--- config.mk ---
export PLATFORM = sky130hd
export DESIGN_NAME = wrcm_core
export DESIGN_NICKNAME = d
export VERILOG_FILES = /design/src/wrcm_pkg.sv /design/src/wrcm_core.sv
export SDC_FILE = /design/constraint.sdc
export NUM_CORES = 1
export LEC_CHECK = 0
export ABC_CLOCK_PERIOD_IN_PS = 5200
export CORE_ASPECT_RATIO = 0.75
export CORE_MARGIN = 5
export CORE_UTILIZATION = 55
export CTS_CLUSTER_SIZE = 25
export DETAILED_ROUTE_END_ITERATION = 10
export DONT_BUFFER_PORTS = 1
export PLACE_DENSITY = 0.69
export SLEW_MARGIN = 20
export SYNTH_ARGS = -nofsm -noshare
export SYNTH_HDL_FRONTEND = slang
export SYNTH_SLANG_ARGS = --single-unit
--- constraint.sdc ---
create_clock -name clock -period 5.2 [get_ports clock]
set_input_delay 0.52 -clock clock [delete_from_list [all_inputs] [get_ports clock]]
set_output_delay 0.52 -clock clock [all_outputs]
set_load 0.03 [all_outputs]
--- src/wrcm_pkg.sv ---
// Constants for the watchdog, periodic interrupt and clock monitor block
package wrcm_pkg;

	// Address space and relocatable register window
	localparam int ADDR_W            = 16;
	localparam int WIN_W             = 11;
	localparam int BASE_W            = ADDR_W - WIN_W;
	localparam logic [WIN_W-1:0] WIN_USED_LIMIT = 11'h0200;

	// Register offsets inside the window
	localparam logic [WIN_W-1:0] OFF_PI_CTRL = 11'h0040;
	localparam logic [WIN_W-1:0] OFF_PI_FLAG = 11'h0041;
	localparam logic [WIN_W-1:0] OFF_WD_CTRL = 11'h0042;
	localparam logic [WIN_W-1:0] OFF_WD_KEY  = 11'h0043;

	// Periodic interrupt control fields
	localparam int PIC_IRQ_EN_BIT    = 7;
	localparam int PIC_WAIT_STOP_BIT = 6;
	localparam int PIC_BKG_STOP_BIT  = 5;
	localparam int PIC_BYPASS_BIT    = 4;
	localparam int PIC_RATE_LSB      = 0;

	// Periodic interrupt flag field
	localparam int PIF_FLAG_BIT      = 7;

	// Watchdog and monitor control fields
	localparam int WDC_MON_EN_BIT    = 7;
	localparam int WDC_FMON_EN_BIT   = 6;
	localparam int WDC_FMON_RST_BIT  = 5;
	localparam int WDC_FWD_RST_BIT   = 4;
	localparam int WDC_RST_DIS_BIT   = 3;
	localparam int WDC_RATE_LSB      = 0;

	// Field width and reset values
	localparam int RATE_W            = 3;
	localparam logic [RATE_W-1:0] RATE_OFF = 3'h0;
	localparam logic [7:0] PIC_RESET = 8'h00;
	localparam logic [7:0] WDC_RESET = 8'h00;

	// Service key bytes
	localparam logic [7:0] KEY_ARM     = 8'h55;
	localparam logic [7:0] KEY_RESTART = 8'hAA;

	// Divider chain: first stage 2^13, or 4 in bypass
	localparam int PRE_W             = 13;
	localparam int BYP_W             = 2;
	localparam int PI_CNT_W          = 7;
	localparam int WD_CNT_W          = 10;

	// Service sequence state
	typedef enum logic [0:0] {
		KEY_IDLE  = 1'b0,
		KEY_ARMED = 1'b1
	} wrcm_key_type;

endpackage

--- src/wrcm_core.sv ---
// Watchdog, periodic interrupt and clock monitor supervisory block
// Overview of operation
// RULE_01 - Software writes 55 then AA to service
// RULE_02 - Other accesses between key bytes are allowed
// RULE_03 - Any other key byte resets at once
// RULE_04 - Enabled watchdog timeout causes system reset
// RULE_05 - Watchdog rate: off, 2^13 .. 2^23
// RULE_06 - Stop bits, forced enable, rate write once
// RULE_07 - Bypass, force and disable bits: special only
// RULE_08 - Periodic rate: off, 2^13 .. 2^19
// RULE_09 - Flag sets each period, irq when enabled
// RULE_10 - Writing one clears flag, zero keeps
// RULE_11 - Wait-stop halts both counters in wait
// RULE_12 - Background-stop halts both counters in debug
// RULE_13 - Bypass makes first stage divide by four
// RULE_14 - Enabled monitor resets on lost clock
// RULE_15 - Forced enable holds monitor on until reset
// RULE_16 - Force-monitor bit allows monitor reset
// RULE_17 - Force-watchdog bit allows watchdog reset
// RULE_18 - Reset-disable suppresses both reset sources
// RULE_19 - Software clears monitor enable before stop
// RULE_20 - Register block relocatable on 2K boundaries
// RULE_21 - System reset clears counters, key, flag
//
// Design decisions made here: the address-and-strobe port and the address map.
`timescale 1ns/10ps

module wrcm_core (
	input  wire logic                          clock,       // M-clock
	input  wire logic                          sys_rst,     // Async reset
	input  wire logic [wrcm_pkg::ADDR_W-1:0]   address,     // Bus address
	input  wire logic [7:0]                    wrData,      // Write data
	input  wire logic                          wrStrobe,    // Write strobe
	input  wire logic                          rdStrobe,    // Read strobe
	output logic      [7:0]                    rdData,      // Read data
	input  wire logic [wrcm_pkg::BASE_W-1:0]   blockBase,   // Window base
	input  wire logic                          specialMode, // Special mode
	input  wire logic                          waitMode,    // CPU in wait
	input  wire logic                          bkgMode,     // CPU in debug
	input  wire logic                          clockLost,   // RC detector
	output logic                               periodicIrq, // Irq request
	output logic                               watchdogRst, // Reset pulse
	output logic                               monitorRst   // Reset level
);
	import wrcm_pkg::*;

	// Decode of one register inside the relocatable window
	function automatic logic regHit(
		input logic [ADDR_W-1:0] addr,
		input logic [BASE_W-1:0] base,
		input logic [WIN_W-1:0]  off
	);
		logic inWin;
		inWin = (addr[ADDR_W-1:WIN_W] == base)
			&& (addr[WIN_W-1:0] < WIN_USED_LIMIT);
		regHit = inWin && (addr[WIN_W-1:0] == off);
	endfunction

	// Watchdog post-divider mask for a rate code
	function automatic logic [WD_CNT_W-1:0] wdMask(
		input logic [RATE_W-1:0] rate
	);
		case (rate)
			3'h1:    wdMask = 10'h000;
			3'h2:    wdMask = 10'h003;
			3'h3:    wdMask = 10'h00F;
			3'h4:    wdMask = 10'h03F;
			3'h5:    wdMask = 10'h0FF;
			3'h6:    wdMask = 10'h1FF;
			3'h7:    wdMask = 10'h3FF;
			default: wdMask = 10'h000;
		endcase
	endfunction

	// Periodic post-divider mask for a rate code
	function automatic logic [PI_CNT_W-1:0] piMask(
		input logic [RATE_W-1:0] rate
	);
		case (rate)
			3'h1:    piMask = 7'h00;
			3'h2:    piMask = 7'h01;
			3'h3:    piMask = 7'h03;
			3'h4:    piMask = 7'h07;
			3'h5:    piMask = 7'h0F;
			3'h6:    piMask = 7'h1F;
			3'h7:    piMask = 7'h3F;
			default: piMask = 7'h00;
		endcase
	endfunction

	// Control fields
	logic                irqEn_reg;
	logic                waitStop_reg;
	logic                bkgStop_reg;
	logic                bypass_reg;
	logic [RATE_W-1:0]   piRate_reg;
	logic                monEn_reg;
	logic                fMonEn_reg;
	logic                fMonRst_reg;
	logic                fWdRst_reg;
	logic                rstDis_reg;
	logic [RATE_W-1:0]   wdRate_reg;
	logic                picOnce_reg;
	logic                wdcOnce_reg;

	// Counters, flag and key state
	logic [PRE_W-1:0]    pre_reg;
	logic [PI_CNT_W-1:0] piCnt_reg;
	logic [WD_CNT_W-1:0] wdCnt_reg;
	logic                piFlag_reg;
	wrcm_key_type        key_reg;
	wrcm_key_type        key_next;

	// Bus decode
	logic wrPic;
	logic wrPif;
	logic wrWdc;
	logic wrKey;
	logic picOpen;
	logic wdcOpen;

	// Divider and event terms
	logic halted;
	logic preTick;
	logic piEvent;
	logic wdTimeout;
	logic keyGood;
	logic keyBad;
	logic wdEnabled;
	logic monEnabled;
	logic wdAllowed;
	logic monAllowed;
	logic countEn;
	logic piRateOn;
	logic piMatch;
	logic wdMatch;
	logic flagClr;
	logic keyArm;
	logic keyRestart;
	logic fMonWr;
	logic wdRstNext;
	logic monRstNext;

	// Read mux output
	logic [7:0] rdNext;

	// Register strobes; window base moves the block
	assign wrPic = wrStrobe && regHit(address, blockBase, OFF_PI_CTRL); // see RULE_20
	assign wrPif = wrStrobe && regHit(address, blockBase, OFF_PI_FLAG);
	assign wrWdc = wrStrobe && regHit(address, blockBase, OFF_WD_CTRL);
	assign wrKey = wrStrobe && regHit(address, blockBase, OFF_WD_KEY);

	// Once-only fields stay open until first write in normal modes
	assign picOpen = specialMode || !picOnce_reg; // see RULE_06
	assign wdcOpen = specialMode || !wdcOnce_reg; // see RULE_06

	// Forced enable sets once; only special modes may clear it
	assign fMonWr = wdcOpen
		&& (specialMode || wrData[WDC_FMON_EN_BIT]); // see RULE_15

	// Periodic control; enable and rate always writable
	always_ff @(posedge clock or posedge sys_rst) begin
		if (sys_rst) begin
			irqEn_reg    <= PIC_RESET[PIC_IRQ_EN_BIT];
			piRate_reg   <= PIC_RESET[PIC_RATE_LSB +: RATE_W];
			waitStop_reg <= PIC_RESET[PIC_WAIT_STOP_BIT];
			bkgStop_reg  <= PIC_RESET[PIC_BKG_STOP_BIT];
			bypass_reg   <= PIC_RESET[PIC_BYPASS_BIT];
			picOnce_reg  <= 1'b0;
		end else if (wrPic) begin
			irqEn_reg  <= wrData[PIC_IRQ_EN_BIT];
			piRate_reg <= wrData[PIC_RATE_LSB +: RATE_W];
			picOnce_reg <= 1'b1;
			if (picOpen) begin
				waitStop_reg <= wrData[PIC_WAIT_STOP_BIT]; // see RULE_06
				bkgStop_reg  <= wrData[PIC_BKG_STOP_BIT];  // see RULE_06
			end
			if (specialMode) begin
				bypass_reg <= wrData[PIC_BYPASS_BIT]; // see RULE_07
			end
		end
	end

	// Watchdog and monitor control
	always_ff @(posedge clock or posedge sys_rst) begin
		if (sys_rst) begin
			monEn_reg   <= WDC_RESET[WDC_MON_EN_BIT];
			fMonEn_reg  <= WDC_RESET[WDC_FMON_EN_BIT];
			fMonRst_reg <= WDC_RESET[WDC_FMON_RST_BIT];
			fWdRst_reg  <= WDC_RESET[WDC_FWD_RST_BIT];
			rstDis_reg  <= WDC_RESET[WDC_RST_DIS_BIT];
			wdRate_reg  <= WDC_RESET[WDC_RATE_LSB +: RATE_W];
			wdcOnce_reg <= 1'b0;
		end else if (wrWdc) begin
			monEn_reg   <= wrData[WDC_MON_EN_BIT];
			wdcOnce_reg <= 1'b1;
			if (wdcOpen) begin
				wdRate_reg <= wrData[WDC_RATE_LSB +: RATE_W]; // see RULE_06
			end
			if (fMonWr) begin
				fMonEn_reg <= wrData[WDC_FMON_EN_BIT]; // see RULE_15
			end
			if (specialMode) begin
				fMonRst_reg <= wrData[WDC_FMON_RST_BIT]; // see RULE_07
				fWdRst_reg  <= wrData[WDC_FWD_RST_BIT];  // see RULE_07
				rstDis_reg  <= wrData[WDC_RST_DIS_BIT];  // see RULE_07
			end
		end
	end

	// Low-power and debug freezes apply to both counters
	assign halted = (waitStop_reg && waitMode) // see RULE_11
		|| (bkgStop_reg && bkgMode);           // see RULE_12

	// First stage tick: full 2^13 or short 4-cycle test path
	assign preTick = bypass_reg ? (&pre_reg[BYP_W-1:0]) // see RULE_13
		: (&pre_reg);

	// Shared first stage divider
	always_ff @(posedge clock or posedge sys_rst) begin
		if (sys_rst) begin
			pre_reg <= '0; // see RULE_21
		end else if (!halted) begin
			pre_reg <= preTick ? '0 : pre_reg + 1'b1;
		end
	end

	// Both post-dividers advance only on a live prescaler tick
	assign countEn = !halted && preTick; // see RULE_11 RULE_12

	// Periodic event when all selected low bits are set
	assign piRateOn = (piRate_reg != RATE_OFF); // see RULE_08
	assign piMatch  = (piCnt_reg & piMask(piRate_reg)) == piMask(piRate_reg);
	assign piEvent  = countEn && piRateOn && piMatch;

	// Periodic post-divider runs freely
	always_ff @(posedge clock or posedge sys_rst) begin
		if (sys_rst) begin
			piCnt_reg <= '0; // see RULE_21
		end else if (countEn) begin
			piCnt_reg <= piCnt_reg + 1'b1;
		end
	end

	// Clear request: only a one in the flag position counts
	assign flagClr = wrPif && wrData[PIF_FLAG_BIT]; // see RULE_10

	// Flag: a new timeout beats a same-cycle clear
	always_ff @(posedge clock or posedge sys_rst) begin
		if (sys_rst) begin
			piFlag_reg <= 1'b0; // see RULE_21
		end else if (piEvent) begin
			piFlag_reg <= 1'b1; // see RULE_09
		end else if (flagClr) begin
			piFlag_reg <= 1'b0; // see RULE_10
		end
	end

	// Interrupt request is a pure level of flag and enable
	assign periodicIrq = piFlag_reg && irqEn_reg; // see RULE_09

	// Key byte classes
	assign keyArm     = wrKey && (wrData == KEY_ARM);
	assign keyRestart = wrKey && (wrData == KEY_RESTART);

	// Service key decode; reads and other writes leave state alone
	assign keyGood = keyRestart && (key_reg == KEY_ARMED); // see RULE_01
	assign keyBad  = wrKey && !keyArm && !keyRestart;      // see RULE_03

	// Service sequence next state
	always_comb begin
		key_next = key_reg;
		case (key_reg)
			KEY_IDLE: begin
				if (wrKey && wrData == KEY_ARM) begin
					key_next = KEY_ARMED;
				end
			end
			KEY_ARMED: begin
				// Unrelated accesses keep the arm pending
				if (wrKey && wrData == KEY_RESTART) begin
					key_next = KEY_IDLE; // see RULE_02
				end else if (keyBad) begin
					key_next = KEY_IDLE;
				end
			end
			default: key_next = KEY_IDLE;
		endcase
	end

	// Service sequence state
	always_ff @(posedge clock or posedge sys_rst) begin
		if (sys_rst) begin
			key_reg <= KEY_IDLE; // see RULE_21
		end else begin
			key_reg <= key_next;
		end
	end

	// Rate code zero switches the watchdog off and clears its count
	assign wdEnabled = (wdRate_reg != RATE_OFF); // see RULE_05

	// Watchdog timeout on a live tick at the selected count
	assign wdMatch   = (wdCnt_reg & wdMask(wdRate_reg)) == wdMask(wdRate_reg);
	assign wdTimeout = wdEnabled && countEn && wdMatch; // see RULE_04

	// Watchdog post-divider; service restarts it, prescaler keeps phase
	always_ff @(posedge clock or posedge sys_rst) begin
		if (sys_rst) begin
			wdCnt_reg <= '0; // see RULE_21
		end else if (!wdEnabled || keyGood) begin
			wdCnt_reg <= '0; // see RULE_01
		end else if (countEn) begin
			wdCnt_reg <= wdCnt_reg + 1'b1;
		end
	end

	// Reset gating: disable wins; special modes need the force bits
	assign wdAllowed  = !rstDis_reg
		&& (!specialMode || fWdRst_reg);  // see RULE_17 RULE_18
	assign monAllowed = !rstDis_reg
		&& (!specialMode || fMonRst_reg); // see RULE_16 RULE_18

	// Monitor is on by its own bit or by the sticky forced bit
	assign monEnabled = fMonEn_reg || monEn_reg; // see RULE_15

	// Reset requests ahead of the output flops
	assign wdRstNext  = wdAllowed && (wdTimeout || keyBad); // see RULE_04
	assign monRstNext = monAllowed && monEnabled && clockLost; // see RULE_14

	// Watchdog reset pulse from timeout or wrong key
	always_ff @(posedge clock or posedge sys_rst) begin
		if (sys_rst) begin
			watchdogRst <= 1'b0;
		end else begin
			watchdogRst <= wdRstNext;
		end
	end

	// Monitor reset; detector runs without clocks, so no edge may
	// follow a lost clock and the level must act as an async request
	// in the reset controller outside this block
	always_ff @(posedge clock or posedge sys_rst) begin
		if (sys_rst) begin
			monitorRst <= 1'b0;
		end else begin
			monitorRst <= monRstNext;
		end
	end

	// Read mux; the key register and unmapped addresses read zero
	always_comb begin
		if (!rdStrobe) begin
			rdNext = 8'h00;
		end else if (regHit(address, blockBase, OFF_PI_CTRL)) begin
			rdNext = {irqEn_reg, waitStop_reg, bkgStop_reg, bypass_reg,
				1'b0, piRate_reg};
		end else if (regHit(address, blockBase, OFF_PI_FLAG)) begin
			rdNext = {piFlag_reg, 7'h00};
		end else if (regHit(address, blockBase, OFF_WD_CTRL)) begin
			rdNext = {monEn_reg, fMonEn_reg, fMonRst_reg, fWdRst_reg,
				rstDis_reg, wdRate_reg};
		end else begin
			rdNext = 8'h00;
		end
	end

	// Read data register; stands for one cycle only
	always_ff @(posedge clock or posedge sys_rst) begin
		if (sys_rst) begin
			rdData <= 8'h00;
		end else begin
			rdData <= rdNext;
		end
	end

endmodule // wrcm_core

==> run summary, run 1 <==
The total track usage was 0.175; the net count of the mapped netlist was 313. For the estimated wirelength of the detail-placed design, the log shows 4020 um. The number of synthesized flops with an enable pin came out at 0.

The number of violations reported at the end of detailed-routing iteration 0 was 91. At the end of routability-driven placement, the weighted congestion stood at 0.816. The worst setup path is captured at a flop. The total via count after detailed routing is 1972, and the fmax is 0.395 GHz.

The die covers 0.00678 mm2. Power spread over the standard cell area amounts to 332 mW/mm2. The average instance in the mapped netlist occupies 10.5 um2. Among all flip-flop cells after synthesis, the most frequent one is dfrtp_1. The tools report the final-report hold violation count as 0. The run gives 0.00720 ns as the setup clock skew after layout. Ranked by total cell area, the synthesized netlist is headed by dfrtp_1 (51%), xnor2_1 (7.0%), mux2_2 (5.1%). 0 antenna diodes ended up in the layout.

Across the VDD grid, the largest voltage drop is 0.197 mV. The vertical extent of the die works out to 72.6 um. Setup repair after global routing left no endpoint under its margin. Counting every instance in the synthesized netlist gives 273. The most common cell in the netlist was dfrtp_1.

The area share of the leading cell type in the synthesized netlist was 0.506; the aggregate global routing overflow was 0. The hold buffer count at CTS was 0. The run finished with clean final reports. The count of instances resized after the clock tree is built was 0; the net switching component of the power was 239 uW.

The area growth from synthesis to layout is 10.9%. The region available for standard cell placement spans 0.00498 mm2. The number of flip-flops under the largest register name is 13. The async set-reset flop share out of synthesis was 1.00. The total wirelength of the detailed-routed design came out at 5480 um.

The share of the cycle needed by the critical path after routing works out to 0.487. For this run, the detailed router's first-pass iteration total came to 5. The logs give 0.506 for the sequential share of the synthesized area and 5.42 ns for the worst endpoint required time. The logs give 0.576 for the initial standard-cell utilization of the core and 0.00294 mm2 for the placed cell area. The number of antenna violations at the first check in global routing came out at 0. For this design, the sink count on the clock tree is 58. For the final routed database, the setup TNS stands at 0 ns. The cell area that synthesis handed to floorplanning was 0.00287 mm2. Clock-pin slew was measured on the worst setup and hold paths at 0.07 ns. After filler insertion, the fill cell instance count of the layout stands at 402. Counting I/O delays and the setup requirement, the final critical path takes 2.53 ns. The tools report the area occupied by registers as 0.00145 mm2. The proportion of layout cells with a drive suffix above 1 works out to 0.154.

In the synthesized netlist, the cells that appear most often are dfrtp_1 (58), nor2_1 (28), nand2_1 (23), xnor2_1 (23), mux2_2 (13). The CTS H-tree depth is 3. Clock root buffer: clkbuf_8.

The worst setup path is launched from a flop. The run gives 820 uW as the internal power contribution. The part of the total power dissipated in sequential elements was 0.471. Counting distinct cell types in the post-synthesis netlist gives 48. The highest net fanout along the worst path came out at 13.

Entering global routing, the biggest net connects 59 pins. The type of the worst setup path was reg -> reg. The total count of max-transition violations in the final report came out at 0. The max-capacitance violation count was 0. Post-synthesis sequential element count: 58. The global-route wire length before repair is 9270 um.

For this run, the post-layout net count is 320. The row count was 22; the clock insertion delay at the later pin of the skew report was 0.33 ns. In this run the remaining antenna-violating nets after routing total 0. Counting along the longest clock path gives a buffer depth of 2.

The footprint of the multi-input gates came out at 0.00134 mm2. The fraction of power spent switching nets came out at 0.225. The logs give 0.471 for the share of total power in the clock network and 0.414 for the headroom to the max-slew limit. Setup violations remaining at the end of the flow were counted as 0. In the final routed layout, each cell accounts on average for 15.4 um. The worst path arrival time was 2.76 ns; the post-route cell area was 0.00318 mm2. At the pin with the least slew margin, the transition time is 0.875 ns. The run gives 9 as the total clock buffers created by CTS. The biggest area contributor in the post-synthesis netlist is dfrtp_1. Once the clock tree was built, the setup fixing pass inserted 0 buffers. Summed over all cells, the static leakage comes to 0.00137 uW. The tools report the combinational share of power as 0.058. The number of warnings printed during yosys synthesis was 0; the quantity of I/O buffers inserted on ports was 0.

For this design the top-level I/O count stands at 48. The remaining design rule violation count is 0. TritonCTS built the clock tree.

The worst min-delay path category was in -> async. Measured along the x axis, the die boundary spans 93.4 um. The via count of the first global-routing pass was 1934. After detailed routing, the number of vias per cell comes to 5.52.
## path summary, 6_finish.rpt
kind	cells after the start	slack, ns	to	from
setup / recovery	5	2.67	piCnt_reg[1]	bkgStop_reg
hold / removal	2	0.28	pre_reg[7]	sys_rst
setup reg to reg	5	2.67	piCnt_reg[1]	bkgStop_reg
hold reg to reg	1	0.47	picOnce_reg	picOnce_reg
max in group asynchronous	2	4.46	wdCnt_reg[7]	sys_rst
min in group clock	2	0.30	rdData[3]	address[1]
## critical path, cell delays in order, from the launching register on
cell	delay, ns
dfrtp_1	0.41
a22oi_2	0.34
nand2_1	0.34
nor2_1	0.67
buf_4	0.32
mux2_2	0.34
## placed cells by master, fill, tap and decap left out, types with 3 or more instances in the layout
| cell | instances |
|---|---|
| a21oi_1 | 9 |
| and4_1 | 3 |
| bufinv_16 | 3 |
| clkbuf_8 | 9 |
| clkinvlp_4 | 3 |
| dfrtp_1 | 58 |
| ha_1 | 3 |
| inv_1 | 10 |
| mux2_2 | 13 |
| mux2i_1 | 8 |
| nand2_1 | 23 |
| nand3_1 | 12 |
| nand4_1 | 6 |
| nor2_1 | 28 |
| nor3_1 | 6 |
| nor3b_1 | 3 |
| nor4_1 | 5 |
| nor4bb_1 | 4 |
| o21ai_0 | 11 |
| or3_1 | 5 |
| xnor2_1 | 23 |
## layout make-up
type,instances,area share
inverters,11,0.0130
clock buffers,9,0.0389
repair buffers,2,0.00472
flip-flops and latches,58,0.456
multi-input cells,198,0.422
well taps,72,0.0283
clock inverters,7,0.0369
## kinds of logic after synthesis
kind of cell               after synthesis  share of synthesized area
and+or+nand+nor                        113                      0.220
DFF                                     58                      0.506
AOI/OAI and AO/OA                       36                     0.0802
xor gates and xnor gates                25                     0.0763
muxes                                   21                     0.0789
buffers and inverters                   17                     0.0257
adders and majority gates                3                     0.0131
## through the flow
stage	instances	utilization	total power (uW)	hold WS, ns	setup slack (ns)
after floorplan	273	-	554	0.439	3.22
after global placement	341	0.590	566	0.456	2.60
after detailed placement	341	0.590	567	0.452	2.53
after CTS	357	0.639	1070	0.282	2.66
after global routing	357	0.639	1100	0.283	2.52
final	357	0.639	1060	0.275	2.67
## power groups by stage
stage	Clock [uW]	Sequential, uW	Combinational (uW)
final	499	498	61.5
after floorplan	0	500	53.8
after detailed placement	0	505	62.3
after CTS	510	497	62.8
after global routing	529	502	72.6
after global placement	0	504	61.7
## metal layers
metal | vias to the layer above | track usage | wire length, um
li1 | 978 | - | -
met1 | 932 | 0.264 | 2870
met2 | 58 | 0.238 | 2290
met3 | 4 | 0.0518 | 294
met4 | 0 | 0.0585 | 29
met5 | - | 0 | 0
(Power assumes the default switching activity.)
==> run 2, diff against run 1 <==
ABC_AREA = 1   (was not set)
ABC_CLOCK_PERIOD_IN_PS = 2300   (was 5200)
PLACE_DENSITY = 0.72   (was 0.69)
clock period = 2.3 ns   (was 5.2 ns; I/O delays follow)
==> run 2 against run 1 <==
Against the previous run:
- via count rose by 48%
- combinational power rose to 5.9 times the previous value
- first-iteration DRC count increased to 2.5 times the previous value
- clock-buffer cell count up 2
- fmax up 37%
- synthesized cell count up 70%
- utilization fell by 1.1 points
- critical path type unchanged
- critical endpoint is now watchdogRst
==> run summary, run 2 <==
The flow ran to the end, and the final reports show no timing, DRC or antenna violations. The tools report the core area as 0.00592 mm2. The highest net fanout along the worst path was 23. Type of the worst setup path: reg -> reg.

After synthesis, the netlist uses 33 different library cells. Launch instance of the worst register-to-register path: pre_reg[0]. In the layout the commonest cells are nand2_1 (145), inv_1 (61), dfrtp_1 (58). Each instance of the synthesized netlist takes up on average 7.35 um2.

The async set-reset flop share out of synthesis was 1.00. The kind of start point of the critical path was a flop. In the synthesized netlist, the number of instances is 465.

After global routing the overflow that remains totals 0. The number of violations reported at the end of detailed-routing iteration 0 is 232. Final RePlAce weighted congestion: 0.892.

The global-route wire length before repair is 13100 um. The area growth from synthesis to layout is 8.71%. Setup clock skew after layout: 0.00972 ns. The most used flip-flop cell after synthesis is dfrtp_1.

For the number of antenna violations at the first check in global routing, the log shows 0. The proportion of layout cells with a drive suffix above 1 is 0.0882. Entering global routing, the biggest net connects 35 pins. Measured along the y axis, the die boundary spans 78.3 um.

After synthesis the netlist holds a flip-flop and latch count of 58. The total count of max-transition violations in the final report came out at 0. The post-synthesis cell type with the largest combined area is dfrtp_1. TritonCTS built the clock tree. The via count of the first global-routing pass came out at 2773. Yosys printed 0 warnings. The die covers 0.00791 mm2.

The logs give 0 for the number of nets with antenna violations after detailed routing and 3 for the CTS H-tree depth. The tools report the headroom to the max-slew limit as 0.572. Setup repair after global routing left no endpoint under its margin.

The critical path starts at pre_reg[0]. In the final timing run, aggregate negative setup slack is 0 ns. The quantity of I/O buffers inserted on ports came out at 0. The clock-pin slew on the worst setup and hold paths is 0.07 ns, and the max-capacitance violation count is 0.

Most frequent standard cell in the layout excluding fill and tap cells: nand2_1. For the summed instance area of the synthesized netlist, the log shows 0.00342 mm2. The final-report hold violation count came out at 0. The clock root buffer was clkbuf_8. The sequential share of the synthesized area was 0.425; the via density per instance was 5.29. The tools report the routed length on met3 as 492 um. The top routing layer in use was met4.

For this run, the post-layout net count is 511. The die is 101 um wide. The number of synthesized flops with an enable pin came out at 0. The area share of the leading cell type in the synthesized netlist was 0.425.

48 I/O pins were placed. In the routed design, unresolved DRC markers number 0. The smallest hold slack came out at 0.0139 ns. The initial standard-cell utilization of the core was 0.578; the total clock buffers created by CTS was 9. The worst path needs 1.85 ns of the cycle, external delays included. Data on the critical path is required at its endpoint by 2.56 ns. The total wirelength of the detailed-routed design was 7620 um; the routed wire length on met2 was 3290 um. The worst min-delay path category is in -> reg.

The number of flip-flops under the largest register name was 13. By instance count, the leading cell after synthesis is nand2_1. The total via count after detailed routing was 2928; the count of buffers added by post-CTS timing repair for setup was 0. The number of iterations in the first detailed-routing pass came out at 4. Sorting the synthesized cells by area gives the leading types as dfrtp_1 (42%), nand2_1 (16%), inv_1 (6.8%). Dividing total power by cell area gives a power density of 696 mW/mm2. The startpoint identified for the worst hold timing path is wrData[0]. The run gives 0.00187 uW as the total leakage power. The number of inserted diodes is 0, and the estimated wirelength of the detail-placed design is 5720 um. The type of destination of the critical path was a flop.

Clock latency on the worst-skew pair, taken at its later pin, is 0.34 ns. The share of the cycle needed by the critical path after routing works out to 0.803. Across the VDD grid, the largest voltage drop is 0.400 mV. For this block, wires on met1 add up to 3800 um. The count of instances resized after the clock tree is built was 0; the total clock sinks was 58. Worst path arrival time: 2.11 ns. The total track usage came out at 0.209. Setup violations remaining at the end of the flow were counted as 0. Counting instances in the post-synthesis netlist gives the leading cell types as nand2_1 (145), inv_1 (62), dfrtp_1 (58). For the fmax, the log shows 0.541 GHz. The number of buffers on the longest clock path is 2, and the slew of the pin with the lowest slew margin is 0.640 ns. The tools report the row count as 24. The number of nets in the synthesized netlist is 505.

In the final routed layout, each cell accounts on average for 13.7 um.
[run 2: changes by cell type after synthesis, sizes merged, moves of 4 or more]
cell | before | now
nand2 | 23 | 150
inv | 11 | 67
nor2 | 30 | 59
nand4 | 7 | 32
xnor2 | 23 | 6
mux2 | 13 | 0
nand3 | 12 | 22
mux2i | 8 | 0
xor2 | 2 | 10
o21ai | 13 | 20
nor4 | 6 | 0
o22ai | 1 | 6
or3 | 5 | 0
nor4bb | 4 | 0
[run 2: kinds of logic after synthesis]
| group | after synthesis | synth area share |
|---|---|---|
| simple gates | 273 | 0.364 |
| buf+inv | 74 | 0.0878 |
| flops | 58 | 0.425 |
| compound gates | 41 | 0.0714 |
| xor+xnor | 16 | 0.0410 |
| fa+ha+maj | 3 | 0.0110 |
[run 2: cell type report]
class / count / area, um2
fillers: 530 / 2200
inverters: 67 / 251
repair buffers: 2 / 30.0
well taps: 78 / 97.6
multi-input cells: 333 / 1670
flip-flops and latches: 58 / 1450
clock buffers: 11 / 141
clock inverters: 5 / 77.6
[run 2: metal layers]
metal  vias up  global-route usage
met5         -                   0
met4         0              0.0465
met3         4              0.0638
met2        75               0.301
met1      1348               0.309
li1       1501                   -
[run 2: path summary, 6_finish.rpt]
kind	to	slack, ns	cells after the start
max	watchdogRst	0.45	7
min	piRate_reg[0]	0.01	2
max reg2reg	watchdogRst	0.45	7
min reg2reg	picOnce_reg	0.47	1
max in group asynchronous	wdCnt_reg[1]	1.34	3
min in group asynchronous	rdData[7]	0.39	2
[run 2: through the flow]
step                utilization  setup WS, ns  cell area, um2  total power (uW)  cells
floorplan                     -         0.642            3420              1490    465
global placement          0.589         0.513            3490              1540    537
detailed placement        0.589         0.457            3490              1560    537
CTS                       0.628         0.417            3720              2610    554
global route              0.628         0.208            3720              2730    554
finish                    0.628         0.452            3720              2580    554
[run 2: where the power goes]
part           switching, uW  total (uW)  internal, uW
registers               75.4        1180          1100
logic                    222         361           139
clock network            410        1050           636
[run 2: timing repair]
action	CTS	global route
hold endpoints to repair	24	0
hold buffers	1	0
setup endpoints to repair	0	0
[run 2: worst max-delay path, cell delays in order (launching register included)]
cell     delay (ns)
dfrtp_1        0.38
ha_1           0.21
nand2_1        0.08
nor2_2         0.15
nand4_4        0.14
a21oi_4        0.56
nand2_1        0.11
a21oi_1        0.15
==> run 3, diff against run 2 <==
ABC_CLOCK_PERIOD_IN_PS = 1900   (was 2300)
PLACE_DENSITY = 0.69   (was 0.72)
clock period = 1.9 ns   (was 2.3 ns; I/O delays follow)
==> run 3 against run 2 <==
Against the previous run:
- routed wire length increased by 5.3%
- clock-buffer cell count did not move
- first-iteration DRC count fell by 35%
- total power rose by 21%
- largest power group unchanged
==> run summary, run 3 (synthesis gave the netlist of run 2 again) <==
The net count of the finished layout is 528. The total area inside the core boundary comes to 0.00592 mm2. The run gives 2260 uW as the internal power contribution.

Kind of start point of the critical path: a flop. Dividing the detail-routed via count by the number of cells gives 5.38. Setup repair after global routing left no endpoint under its margin. After detailed routing, the number of remaining DRC violations is 0. The highest net fanout along the worst path is 17, and the total count of max-transition violations in the final report is 0. Count of instances resized after the clock tree is built: 0. TritonCTS built the clock tree. The worst setup path is captured at a flop. Total clock buffers created by CTS: 9. The peak supply drop was 0.746 mV; the worst endpoint required time was 2.16 ns.

Summed over all layers, the global routing overflow is 0. The path class of the tightest hold or removal check is in -> reg. Summing all placed instances gives a cell area of 0.00351 mm2. 48 I/O pins were placed. Setup violations remaining at the end of the flow were counted as 0. Routability-driven placement finished with a final weighted congestion of 0.844. The die covers 0.00791 mm2. The worst setup timing slack at the placement stage came out at 0.278 ns. For the worst-skew pair, the clock arrives at the later sink with an insertion delay of 0.33 ns. The total clock sinks was 58; the number of flip-flops under the largest register name was 13. The die is 101 um wide. Entering global routing, the biggest net connects 42 pins.

For the headroom to the max-slew limit, the log shows 0.725. Most frequent standard cell in the layout excluding fill and tap cells: nand2_1. The power density of the placed cells was 808 mW/mm2. The vertical extent of the die is 78.3 um, and the total wirelength of the detailed-routed design is 8020 um.

Share of the cycle needed by the critical path after routing: 0.864. The type of the worst setup path was reg -> reg. The tree is rooted in a clkbuf_8. The clock passes through at most 2 buffers. In the final routed layout, each cell accounts on average for 14.0 um.

For this block, the via count after detailed routing is 3070. The final-report hold violation count is 0, and the CTS H-tree depth is 3. The floorplan has 24 rows. The number of nets with antenna violations after detailed routing was 0; the net switching component of the power was 871 uW.

Via count of the first global-routing pass: 2852. The first global-routing pass estimated 13600 um of wire. The total track usage is 0.215, and the number of inserted diodes is 0. Leaving out fill and tap cells, the most frequent cells in the layout are nand2_1 (145), inv_1 (61), dfrtp_1 (58). The flow ran to the end, and the final reports show no timing, DRC or antenna violations. Summed over all failing endpoints, the final setup total negative slack is 0 ns. The worst path arrival time was 1.90 ns. Summed over all nets, the half-perimeter wirelength after detailed placement is 5770 um.

Initial standard-cell utilization of the core: 0.578. The shortest period the worst path allows works out to 1.64 ns. For the fmax, the log shows 0.609 GHz.

Share of total power in the clock network: 0.393. For the max-capacitance violation count, the log shows 0. The number of antenna violations at the first check in global routing is 0, and the slew of the pin with the lowest slew margin is 0.411 ns. Proportion of layout cells with a drive suffix above 1: 0.0892. In the post-route analysis, the smallest setup slack over all paths is 0.258 ns. For the post-route cell area, the log shows 0.00387 mm2. Input and output buffers added on the ports amount to 0. The fraction of power spent switching nets came out at 0.278.

For this block, the initial DRC count from the detailed router was 151. Compared with the post-synthesis result, the final layout area differs by 13.2%. On the final layout, the worst clock skew is 0.0110 ns. The combinational share of power is 0.149. The tools report the number of iterations in the first detailed-routing pass as 5. Part of the total power dissipated in sequential elements: 0.458. The analysis attributes to cell leakage a power of 0.00194 uW. Clock-pin slew was measured on the worst setup and hold paths at 0.07 ns.
==> run 3: power by group through the flow <==
stage               sequential, uW  clock, uW  combinational (uW)
floorplan                     1430          0                 375
global placement              1450          0                 434
detailed placement            1450          0                 444
CTS                           1430       1250                 466
global route                  1450       1310                 539
finish                        1430       1230                 466
==> run 3: worst paths after layout <==
path	depth (start not counted)	slack (ns)	start	endpoint
setup / recovery	8	0.26	pre_reg[0]	piCnt_reg[2]
hold / removal	2	0.01	wrStrobe	wdRate_reg[1]
setup reg to reg	8	0.26	pre_reg[0]	piCnt_reg[2]
hold reg to reg	1	0.47	picOnce_reg	picOnce_reg
max in group asynchronous	3	1.03	sys_rst	wdCnt_reg[2]
min in group asynchronous	2	0.31	sys_rst	rdData[4]
==> run 3: layout make-up <==
| class | count | area (um2) |
|---|---|---|
| sequential | 58 | 1450 |
| fill | 535 | 2050 |
| timing repair buffer | 19 | 193 |
| clock inverter | 5 | 78.8 |
| clock buffer | 11 | 131 |
| tap | 78 | 97.6 |
| multi-input combinational | 333 | 1670 |
| inverter | 67 | 251 |
==> run 3: critical path, stage by stage (launching register included) <==
cell     delay (ns)
dfrtp_1        0.38
ha_1           0.22
nand2_1        0.09
nor2_2         0.14
nand4_4        0.14
nand2_2        0.14
nand2_4        0.16
nor2_1         0.15
xor2_1         0.15
==> run 3: what timing repair did <==
action,in CTS,in global routing
buffers inserted,0,0
hold buffers,12,3
hold endpoints to repair,26,2
==> run 3: stage by stage <==
| step | total power [uW] | cells | util | hold slack [ns] |
|---|---|---|---|---|
| 3_3_place_gp | 1880 | 540 | 0.593 | 0.0796 |
| 6_report | 3130 | 571 | 0.654 | 0.0133 |
| 5_1_grt | 3300 | 571 | 0.654 | 0.00463 |
| 4_1_cts | 3150 | 568 | 0.649 | 0.0000886 |
| 2_1_floorplan | 1800 | 465 | - | 0.300 |
| 3_5_place_dp | 1900 | 540 | 0.593 | 0.0864 |
==> run 3: per-layer routing <==
metal / GRT usage / vias up / wire (um) / share of wire
li1: - / 1529 / - / -
met1: 0.308 / 1439 / 3900 / 0.49
met2: 0.324 / 94 / 3480 / 0.43
met3: 0.0629 / 8 / 578 / 0.072
met4: 0.0452 / 0 / 57 / 0.0071
met5: 0 / - / 0 / 0
